File: src/vpa_defs.vh
`ifndef VPA_DEFS_VH
`define VPA_DEFS_VH

// virtual port register indices (word index, byte address is 4x)
`define VPA_IDX_DIR 4'h0
`define VPA_IDX_OUT 4'h1
`define VPA_IDX_IN 4'h2
`define VPA_IDX_FLAGS 4'h3
// virtual ports spaced by this many words
`define VPA_VP_STRIDE 4'h4
// block-level registers, word index
`define VPA_IDX_MAP_LOW 5'h10
`define VPA_IDX_MAP_HIGH 5'h11
`define VPA_IDX_EVSEL 5'h12
`define VPA_IDX_IRQ_STATUS 5'h13
`define VPA_IDX_IRQ_ENABLE 5'h14
`define VPA_IDX_IRQ_CLEAR 5'h15
// per-port config areas picked by word index bits 5:4, port number in bits 3:0
`define VPA_AREA_SENSE 2'h2
`define VPA_AREA_MASK 2'h3
// field widths and reset values
`define VPA_MAP_W 4
`define VPA_EVSEL_W 3
`define VPA_FLAG_W 2
`define VPA_MAP_RST 8'h00
`define VPA_EVSEL_RST 3'h0
// input sense codes per pin: both edges, rising, falling, low level
`define VPA_SENSE_BOTH 2'h0
`define VPA_SENSE_RISE 2'h1
`define VPA_SENSE_FALL 2'h2
`define VPA_SENSE_LOW 2'h3

`endif

File: src/vpa_port.v
`timescale 1ns/10ps
`include "vpa_defs.vh"

// one physical port: direction, output, synchronised input, two irq flags
module vpa_port (
    input wire clk_in,
    input wire rstn_in,
    input wire [7:0] pin_in,
    input wire wr_dir_in,
    input wire wr_out_in,
    input wire wr_flag_in,
    input wire [7:0] wdata_in,
    input wire [15:0] sense_in,
    input wire [7:0] mask0_in,
    input wire [7:0] mask1_in,
    output reg [7:0] dir_out,
    output reg [7:0] out_out,
    output reg [7:0] in_out,
    output reg [1:0] flag_out
);
    reg [7:0] meta_reg;
    reg [7:0] prev_reg;
    reg [7:0] hit;
    reg [1:0] set;
    integer i;

    // sense match on the synchronised level and its previous value
    always @* begin
        hit = 8'h00;
        for (i = 0; i < 8; i = i + 1) begin
            case (sense_in[2*i +: 2])
                `VPA_SENSE_BOTH: hit[i] = in_out[i] ^ prev_reg[i];
                `VPA_SENSE_RISE: hit[i] = in_out[i] & ~prev_reg[i];
                `VPA_SENSE_FALL: hit[i] = ~in_out[i] & prev_reg[i];
                default: hit[i] = ~in_out[i];
            endcase
        end
        set = {|(hit & mask1_in), |(hit & mask0_in)};
    end

    // pin sync, registers; a set in the clearing cycle wins
    always @(posedge clk_in or negedge rstn_in) begin
        if (!rstn_in) begin
            meta_reg <= 8'h00;
            in_out <= 8'h00;
            prev_reg <= 8'h00;
            dir_out <= 8'h00;
            out_out <= 8'h00;
            flag_out <= 2'h0;
        end else begin
            meta_reg <= pin_in;
            in_out <= meta_reg;
            prev_reg <= in_out;
            if (wr_dir_in)
                dir_out <= wdata_in;
            if (wr_out_in)
                out_out <= wdata_in;
            if (wr_flag_in)
                flag_out <= (flag_out & ~wdata_in[1:0]) | set;
            else
                flag_out <= flag_out | set;
        end
    end
endmodule // vpa_port

File: src/vpa_top.v
// Chosen here: the APB slave port.
`timescale 1ns/10ps
`include "vpa_defs.vh"

module vpa_top #(
    parameter NPORT = 16,
    parameter NVP = 4
) (
    input wire REF_CLK_IN,
    input wire RESETN_IN,
    input wire PSEL_IN,
    input wire PENABLE_IN,
    input wire PWRITE_IN,
    input wire [7:0] PADDR_IN,
    input wire [31:0] PWDATA_IN,
    output reg [31:0] PRDATA_OUT,
    output wire PREADY_OUT,
    output wire PSLVERR_OUT,
    input wire [8*NPORT-1:0] PORT_PIN_IN,
    output wire [8*NPORT-1:0] PORT_DIR_OUT,
    output wire [8*NPORT-1:0] PORT_OUT_OUT,
    input wire [7:0] EVENT_CH_IN,
    output reg EVENT_PIN_OUT,
    output wire IRQ_OUT
);
    wire [8*NPORT-1:0] in_all;
    wire [2*NPORT-1:0] flag_all;
    reg [7:0] map_low_reg;
    reg [7:0] map_high_reg;
    reg [2:0] evsel_reg;
    reg [7:0] ev_meta_reg;
    reg [7:0] ev_sync_reg;
    reg [15:0] sense_reg [0:NPORT-1];
    reg [7:0] mask0_reg [0:NPORT-1];
    reg [7:0] mask1_reg [0:NPORT-1];
    reg [NVP-1:0] irq_status_reg;
    reg [NVP-1:0] irq_enable_reg;
    reg [NVP-1:0] vp_flag_prev_reg;
    reg [3:0] vp_map [0:NVP-1];
    reg [NPORT-1:0] wr_dir;
    reg [NPORT-1:0] wr_out;
    reg [NPORT-1:0] wr_flag;
    reg [NVP-1:0] vp_flag_any;
    reg [31:0] rdata_next;
    reg addr_ok;
    wire acc;
    wire wr;
    wire [5:0] idx;
    wire vp_area;
    wire [1:0] vp_num;
    wire [1:0] vp_reg;
    integer k;
    integer m;

    // zero-wait slave: every access completes in its first access cycle
    assign acc = PSEL_IN & PENABLE_IN;
    assign wr = acc & PWRITE_IN;
    assign PREADY_OUT = 1'b1;
    assign PSLVERR_OUT = acc & ~addr_ok;
    assign idx = PADDR_IN[7:2];
    assign vp_area = (idx[5:4] == 2'b00);
    assign vp_num = idx[3:2];
    assign vp_reg = idx[1:0];

    // unpack selectors, lower virtual port in the low nibble
    always @* begin
        vp_map[0] = map_low_reg[3:0];
        vp_map[1] = map_low_reg[7:4];
        vp_map[2] = map_high_reg[3:0];
        vp_map[3] = map_high_reg[7:4];
    end

    // physical ports, one instance each
    genvar g;
    generate
        for (g = 0; g < NPORT; g = g + 1) begin : gen_port
            vpa_port u_port (
                .clk_in(REF_CLK_IN),
                .rstn_in(RESETN_IN),
                .pin_in(PORT_PIN_IN[8*g +: 8]),
                .wr_dir_in(wr_dir[g]),
                .wr_out_in(wr_out[g]),
                .wr_flag_in(wr_flag[g]),
                .wdata_in(PWDATA_IN[7:0]),
                .sense_in(sense_reg[g]),
                .mask0_in(mask0_reg[g]),
                .mask1_in(mask1_reg[g]),
                .dir_out(PORT_DIR_OUT[8*g +: 8]),
                .out_out(PORT_OUT_OUT[8*g +: 8]),
                .in_out(in_all[8*g +: 8]),
                .flag_out(flag_all[2*g +: 2])
            );
        end
    endgenerate

    // write strobes: a virtual write lands on the selected port itself
    always @* begin
        wr_dir = {NPORT{1'b0}};
        wr_out = {NPORT{1'b0}};
        wr_flag = {NPORT{1'b0}};
        if (wr && vp_area) begin
            case (vp_reg)
                2'd0: wr_dir[vp_map[vp_num]] = 1'b1;
                2'd1: wr_out[vp_map[vp_num]] = 1'b1;
                2'd3: wr_flag[vp_map[vp_num]] = 1'b1;
                default: ;
            endcase
        end
    end

    // read mux, only four aliased registers per virtual port
    always @* begin
        rdata_next = 32'h00000000;
        addr_ok = 1'b1;
        if (vp_area) begin
            case (vp_reg)
                2'd0: rdata_next[7:0] = PORT_DIR_OUT[8*vp_map[vp_num] +: 8];
                2'd1: rdata_next[7:0] = PORT_OUT_OUT[8*vp_map[vp_num] +: 8];
                2'd2: rdata_next[7:0] = in_all[8*vp_map[vp_num] +: 8];
                default: rdata_next[1:0] = flag_all[2*vp_map[vp_num] +: 2];
            endcase
        end else if (idx[5:4] == `VPA_AREA_SENSE) begin
            // per-port sense codes, one word per port so every port is reachable
            rdata_next[15:0] = sense_reg[idx[3:0]];
        end else if (idx[5:4] == `VPA_AREA_MASK) begin
            // flag 1 sources in the upper byte, flag 0 sources in the lower
            rdata_next[15:0] = {mask1_reg[idx[3:0]], mask0_reg[idx[3:0]]};
        end else begin
            case ({1'b1, idx[3:0]})
                `VPA_IDX_MAP_LOW: rdata_next[7:0] = map_low_reg;
                `VPA_IDX_MAP_HIGH: rdata_next[7:0] = map_high_reg;
                `VPA_IDX_EVSEL: rdata_next[2:0] = evsel_reg;
                `VPA_IDX_IRQ_STATUS: rdata_next[NVP-1:0] = irq_status_reg;
                `VPA_IDX_IRQ_ENABLE: rdata_next[NVP-1:0] = irq_enable_reg;
                `VPA_IDX_IRQ_CLEAR: rdata_next = 32'h00000000;
                default: addr_ok = 1'b0;
            endcase
        end
        if (!addr_ok)
            rdata_next = 32'h00000000;
    end

    // any flag of the port mapped to each virtual port
    always @* begin
        for (k = 0; k < NVP; k = k + 1)
            vp_flag_any[k] = |flag_all[2*vp_map[k] +: 2];
    end

    // configuration and read data registers
    always @(posedge REF_CLK_IN or negedge RESETN_IN) begin
        if (!RESETN_IN) begin
            map_low_reg <= `VPA_MAP_RST;
            map_high_reg <= `VPA_MAP_RST;
            evsel_reg <= `VPA_EVSEL_RST;
            irq_enable_reg <= {NVP{1'b0}};
            PRDATA_OUT <= 32'h00000000;
            for (m = 0; m < NPORT; m = m + 1) begin
                sense_reg[m] <= 16'h0000;
                mask0_reg[m] <= 8'h00;
                mask1_reg[m] <= 8'h00;
            end
        end else begin
            // loaded in the setup cycle so it stands at the completing edge
            if (PSEL_IN && !PENABLE_IN && !PWRITE_IN)
                PRDATA_OUT <= rdata_next;
            if (wr && idx == {1'b0, `VPA_IDX_MAP_LOW})
                map_low_reg <= PWDATA_IN[7:0];
            if (wr && idx == {1'b0, `VPA_IDX_MAP_HIGH})
                map_high_reg <= PWDATA_IN[7:0];
            if (wr && idx == {1'b0, `VPA_IDX_EVSEL})
                evsel_reg <= PWDATA_IN[2:0];
            if (wr && idx == {1'b0, `VPA_IDX_IRQ_ENABLE})
                irq_enable_reg <= PWDATA_IN[NVP-1:0];
            if (wr && idx[5:4] == `VPA_AREA_SENSE)
                sense_reg[idx[3:0]] <= PWDATA_IN[15:0];
            if (wr && idx[5:4] == `VPA_AREA_MASK) begin
                mask0_reg[idx[3:0]] <= PWDATA_IN[7:0];
                mask1_reg[idx[3:0]] <= PWDATA_IN[15:8];
            end
        end
    end

    // sticky status on rising mapped-flag summary; set beats clear
    always @(posedge REF_CLK_IN or negedge RESETN_IN) begin
        if (!RESETN_IN) begin
            irq_status_reg <= {NVP{1'b0}};
            vp_flag_prev_reg <= {NVP{1'b0}};
        end else begin
            vp_flag_prev_reg <= vp_flag_any;
            if (wr && idx == {1'b0, `VPA_IDX_IRQ_CLEAR})
                irq_status_reg <= (irq_status_reg & ~PWDATA_IN[NVP-1:0])
                    | (vp_flag_any & ~vp_flag_prev_reg);
            else
                irq_status_reg <= irq_status_reg | (vp_flag_any & ~vp_flag_prev_reg);
        end
    end

    assign IRQ_OUT = |(irq_status_reg & irq_enable_reg);

    // event channels come from another block: synchronise, then select
    always @(posedge REF_CLK_IN or negedge RESETN_IN) begin
        if (!RESETN_IN) begin
            ev_meta_reg <= 8'h00;
            ev_sync_reg <= 8'h00;
            EVENT_PIN_OUT <= 1'b0;
        end else begin
            ev_meta_reg <= EVENT_CH_IN;
            ev_sync_reg <= ev_meta_reg;
            EVENT_PIN_OUT <= ev_sync_reg[evsel_reg];
        end
    end
endmodule // vpa_top

File: config.mk
export PLATFORM = sky130hd
export DESIGN_NAME = vpa_top
export DESIGN_NICKNAME = d
export VERILOG_FILES = /design/src/vpa_port.v /design/src/vpa_top.v
export VERILOG_INCLUDE_DIRS = /design/src
export SDC_FILE = /design/constraint.sdc
export NUM_CORES = 2
export LEC_CHECK = 0
export CAP_MARGIN = 20
export CELL_PAD_IN_SITES_DETAIL_PLACEMENT = 0
export CELL_PAD_IN_SITES_GLOBAL_PLACEMENT = 1
export CORE_MARGIN = 1.5
export CORE_UTILIZATION = 50
export DETAILED_ROUTE_END_ITERATION = 12
export DONT_BUFFER_PORTS = 1
export GPL_TIMING_DRIVEN = 0
export HOLD_SLACK_MARGIN = 0.15
export PLACE_DENSITY_LB_ADDON = 0.25
export SYNTH_ARGS = -nofsm -noshare
export SYNTH_HDL_FRONTEND = slang
export SYNTH_SLANG_ARGS = --single-unit
File: constraint.sdc
create_clock -name REF_CLK_IN -period 3.5 [get_ports REF_CLK_IN]
set_input_delay 0.35 -clock REF_CLK_IN [delete_from_list [all_inputs] [get_ports REF_CLK_IN]]
set_output_delay 0.35 -clock REF_CLK_IN [all_outputs]
set_load 0.01 [all_outputs]
==> implementation parameters <==
Parameter                              Value

Synthesis
  Register area share after synthesis ... 0.524
  Cell types occupying the most area after synthesis ... sky130_fd_sc_hd__dfrtp_1 (52%), sky130_fd_sc_hd__mux2_2 (15%), sky130_fd_sc_hd__mux4_2 (12%), sky130_fd_sc_hd__ha_1 (5.4%), sky130_fd_sc_hd__mux2i_1 (2.4%)
  Unique masters post-synth ... 64
  Proportion of synthesized flip-flops having asynchronous set or reset ... 1.00
  Most used DFF post-synth ... sky130_fd_sc_hd__dfrtp_1
  EDFF count, synth ... 0
  Mapped cell area ... 59600 um^2
  Yosys warnings ... 0
  Mean cell area of the mapped netlist ... 14.0 um^2
  Area fraction of the dominant cell type after synthesis ... 0.524
  Synth Instances ... 4265
  Post-synthesis register bit count ... 1248
  Commonest cells in the synthesized netlist ... sky130_fd_sc_hd__dfrtp_1 (1248), sky130_fd_sc_hd__mux2_2 (795), sky130_fd_sc_hd__inv_1 (354), sky130_fd_sc_hd__mux4_2 (308), sky130_fd_sc_hd__ha_1 (256)
  Biggest area consumer among synthesized cells ... sky130_fd_sc_hd__dfrtp_1
  Most frequent cell after synthesis ... sky130_fd_sc_hd__dfrtp_1

STA
  Max Clock Skew ... 0.0334 ns
  Hold violation count in the final report ... 0
  Summed negative setup slack over all endpoints ... -1.45 ns
  Relative max-transition margin ... 0.0981
  Maximum clock rate ... 276 MHz
  Shortest clock period the worst path allows after layout ... 3.62 ns
  Actual transition at the worst max-transition pin ... 1.35 ns
  Final worst-path setup slack ... -0.123 ns
  Count of final max-slew check failures ... 0
  RSZ-0062 raised after global routing ... yes
  Final count of negative-setup-slack endpoints ... 30
  Final critical-path share of the clock period ... 1.04

Job
  Maximum capacitance violations ... 0

Power and ir drop
  PwrDens ... 501 nW/um^2
  Maximum VDD drop ... 0.547 mV
  Leakage power summed over all cells ... 0.0329 uW

Worst setup path
  End of the worst register-to-register path ... PRDATA_OUT[4]$_DFFE_PN0P_
  Kind of launch point of the worst setup path ... register
  Crit. End Element ... register
  Longest individual stage delay on the worst path ... 0.57 ns
  List of cells traversed by the critical path ... clkbuf_4 -> mux4_2 -> buf_12 -> buf_8 -> buf_6 -> mux2i_1 -> mux2i_1 -> o22ai_1 -> nor4_1 -> o41ai_2 -> nand2_1
  WP data arrival ... 4.34 ns
  Required time of the critical path ... 4.22 ns
  Setup slack on the worst flop-to-flop path ... -0.12 ns
  Largest fanout of any net on the critical path ... 10
  Worst reg-to-reg path cell count ... 11
  Classification of the worst setup path ... reg2reg
  Start of the worst register-to-register path ... map_low_reg[0]$_DFFE_PN0P_
  Crit-path slowest cell ... sky130_fd_sc_hd__mux2i_1
  Library cell appearing most often on the critical path ... sky130_fd_sc_hd__mux2i_1

Die
  Number of I/O pins ... 473
  Initial Utilization ... 0.504
  Width of the die ... 348 um
  Floorplan die area ... 121000 um^2
  Rows ... 126
  Die height ... 348 um
  Placeable Area ... 118000 um^2

Route
  Number of search-and-repair iterations in the first detailed-routing pass ... 5
  Number of nets with antenna violations after routing ... 0
  Vias after detailed routing ... 41900
  Wire length per cell ... 38.2 um
  Detailed-route DRC error count ... 0
  Initial drt markers ... 6125
  Total wire length ... 245000 um
  Number of vias per cell ... 6.54

Status
  Failing checks ... negative setup slack
  Status ... finished with violations

CTS
  Buffer levels on the longest clock path ... 3
  H-tree level count ... 4
  Skew-Pair Late Insertion Delay ... 0.80 ns
  TritonCTS clock tree ... built
  Clock transition at path regs ... 0.06 ns
  Total number of clock tree sinks ... 1248
  Cell chosen for the clock root ... sky130_fd_sc_hd__clkbuf_16
  Num CTS Buffers ... 139

Global route
  Global route total overflow ... 0
  Via count of the first global-routing pass ... 41400
  Total track usage ... 0.402
  Maximum number of pins on one net before global-route repair ... 1249
  Wire length of the first global-routing pass ... 333000 um
  Antenna violations before repair ... 27

Placed design
  Area post-placement ... 62000 um^2
  HPWL Detailed ... 181000 um
  Weighted congestion reported at the end of routability-driven placement ... 1.05
  Number of I/O port buffers ... 0

Cells and area
  Max reg flops ... 256
  Share of layout cells above drive strength 1 ... 0.322
  Number of filler instances in the final layout ... 9323
  Number of nets in the layout ... 5184
  Area growth from synthesis to layout ... 18.2%
  Final Cell Area ... 70400 um^2

Worst hold path
  Type of the tightest min-delay check ... in2async
-- placed cells by master (no fill, tap or decap), types with 8 or more instances in the layout --
cell / netlist / routed
sky130_fd_sc_hd__o22ai_1: 17 / 17
sky130_fd_sc_hd__inv_1: 354 / 354
sky130_fd_sc_hd__nor3_1: 9 / 8
sky130_fd_sc_hd__buf_12: 0 / 8
sky130_fd_sc_hd__clkbuf_1: 132 / 147
sky130_fd_sc_hd__clkbuf_2: 0 / 9
sky130_fd_sc_hd__o211ai_1: 17 / 17
sky130_fd_sc_hd__nor2b_1: 24 / 23
sky130_fd_sc_hd__diode_2: 0 / 14
sky130_fd_sc_hd__ha_1: 256 / 256
sky130_fd_sc_hd__bufinv_16: 0 / 11
sky130_fd_sc_hd__nor2_4: 4 / 10
sky130_fd_sc_hd__clkinv_2: 0 / 25
sky130_fd_sc_hd__a22o_1: 30 / 30
sky130_fd_sc_hd__a21oi_1: 65 / 64
sky130_fd_sc_hd__dlygate4sd3_1: 0 / 283
sky130_fd_sc_hd__mux2_2: 795 / 795
sky130_fd_sc_hd__a22oi_1: 84 / 82
sky130_fd_sc_hd__o21ai_0: 60 / 59
sky130_fd_sc_hd__buf_1: 18 / 10
sky130_fd_sc_hd__buf_8: 0 / 26
sky130_fd_sc_hd__buf_6: 10 / 12
sky130_fd_sc_hd__buf_4: 29 / 44
sky130_fd_sc_hd__a221oi_1: 34 / 34
sky130_fd_sc_hd__nor2_1: 97 / 95
sky130_fd_sc_hd__nand2_1: 210 / 208
sky130_fd_sc_hd__clkbuf_8: 0 / 32
sky130_fd_sc_hd__conb_1: 2 / 17
sky130_fd_sc_hd__a211oi_1: 55 / 54
sky130_fd_sc_hd__nand3_1: 25 / 22
sky130_fd_sc_hd__mux2i_1: 142 / 138
sky130_fd_sc_hd__o31ai_1: 9 / 9
sky130_fd_sc_hd__buf_2: 72 / 58
sky130_fd_sc_hd__buf_16: 0 / 13
sky130_fd_sc_hd__nand4_1: 39 / 39
sky130_fd_sc_hd__clkbuf_16: 0 / 143
sky130_fd_sc_hd__a31oi_1: 15 / 15
sky130_fd_sc_hd__dfrtp_1: 1248 / 1248
sky130_fd_sc_hd__nor2_2: 15 / 11
sky130_fd_sc_hd__mux4_2: 308 / 308
-- power breakdown --
group	total [uW]	internal [uW]	switching (uW)
Sequential	15600	15000	606
Clock	15500	9060	6420
Combinational	4140	1510	2630
-- layout make-up --
type	count	area [um^2]	share of cell area
Antenna cell	14	35.0	0.000498
Buffer	260	1500	0.0213
Clock buffer	205	4130	0.0587
Clock inverter	51	658	0.00935
Inverter	354	1330	0.0189
Multi-Input combinational cell	2417	26000	0.369
Sequential cell	1248	31200	0.444
Tap cell	1536	1920	0.0273
Timing Repair Buffer	327	3580	0.0508
-- metrics by stage --
stage                util  hold slack, ns  cells  setup WS [ns]  total power, uW
detailed placement  0.525           0.150   5841          -1.53            19200
global route        0.596           0.176   6400        -0.0703            36000
floorplan               -          0.0544   4280          0.860            17400
finish              0.596           0.133   6412         -0.123            35200
CTS                 0.592          -0.666   6383         -0.296            34700
global placement    0.521           0.152   5816          -1.82            19100
-- logic make-up after synthesis --
kind of cell | after synthesis | synth area share
muxes | 1248 | 0.291
DFF | 1248 | 0.524
buffers and inverters | 615 | 0.0434
and+or+nand+nor | 473 | 0.0375
AOI/OAI and AO/OA | 423 | 0.0495
adders and majority gates | 256 | 0.0538
other | 2 | 0.000126
-- critical path: cells and delay by family, from the launching register on --
kind / cells / cell delay, ns
flops: 1 / 0.36
buf+inv: 4 / 0.84
compound gates: 2 / 0.39
mux: 3 / 1.25
simple gates: 2 / 0.63
-- routing by layer --
metal / wire length (um) / GRT usage
met3: 30200 / 0.161
met5: 166 / 0.00360
met4: 15100 / 0.213
met2: 105000 / 0.580
met1: 94100 / 0.521
-- worst max path at each step --
stage | from | end | slack [ns] | depth (start not counted)
floorplan | PADDR_IN[2] | PRDATA_OUT[10]$_DFFE_PN0P_ | 0.86 | 8
global placement | PADDR_IN[4] | PRDATA_OUT[5]$_DFFE_PN0P_ | -1.82 | 9
detailed placement | PADDR_IN[3] | gen_port[14].u_port.flag_out[1]$_DFF_PN0_ | -1.53 | 9
CTS | map_high_reg[0]$_DFFE_PN0P_ | PRDATA_OUT[5]$_DFFE_PN0P_ | -0.30 | 12
global route | map_low_reg[0]$_DFFE_PN0P_ | PRDATA_OUT[5]$_DFFE_PN0P_ | -0.07 | 12
finish | map_low_reg[0]$_DFFE_PN0P_ | PRDATA_OUT[4]$_DFFE_PN0P_ | -0.12 | 11
-- repair_timing --
action                                  4_1_cts  5_1_grt
buffers inserted                              5        5
gates resized for setup                      70       59
hold endpoints to repair                   1406      483
hold buffers                                282        2
pin swaps                                     4        4
endpoints found under the setup margin      324      152
No activity file was read; power rests on OpenSTA's default activity.
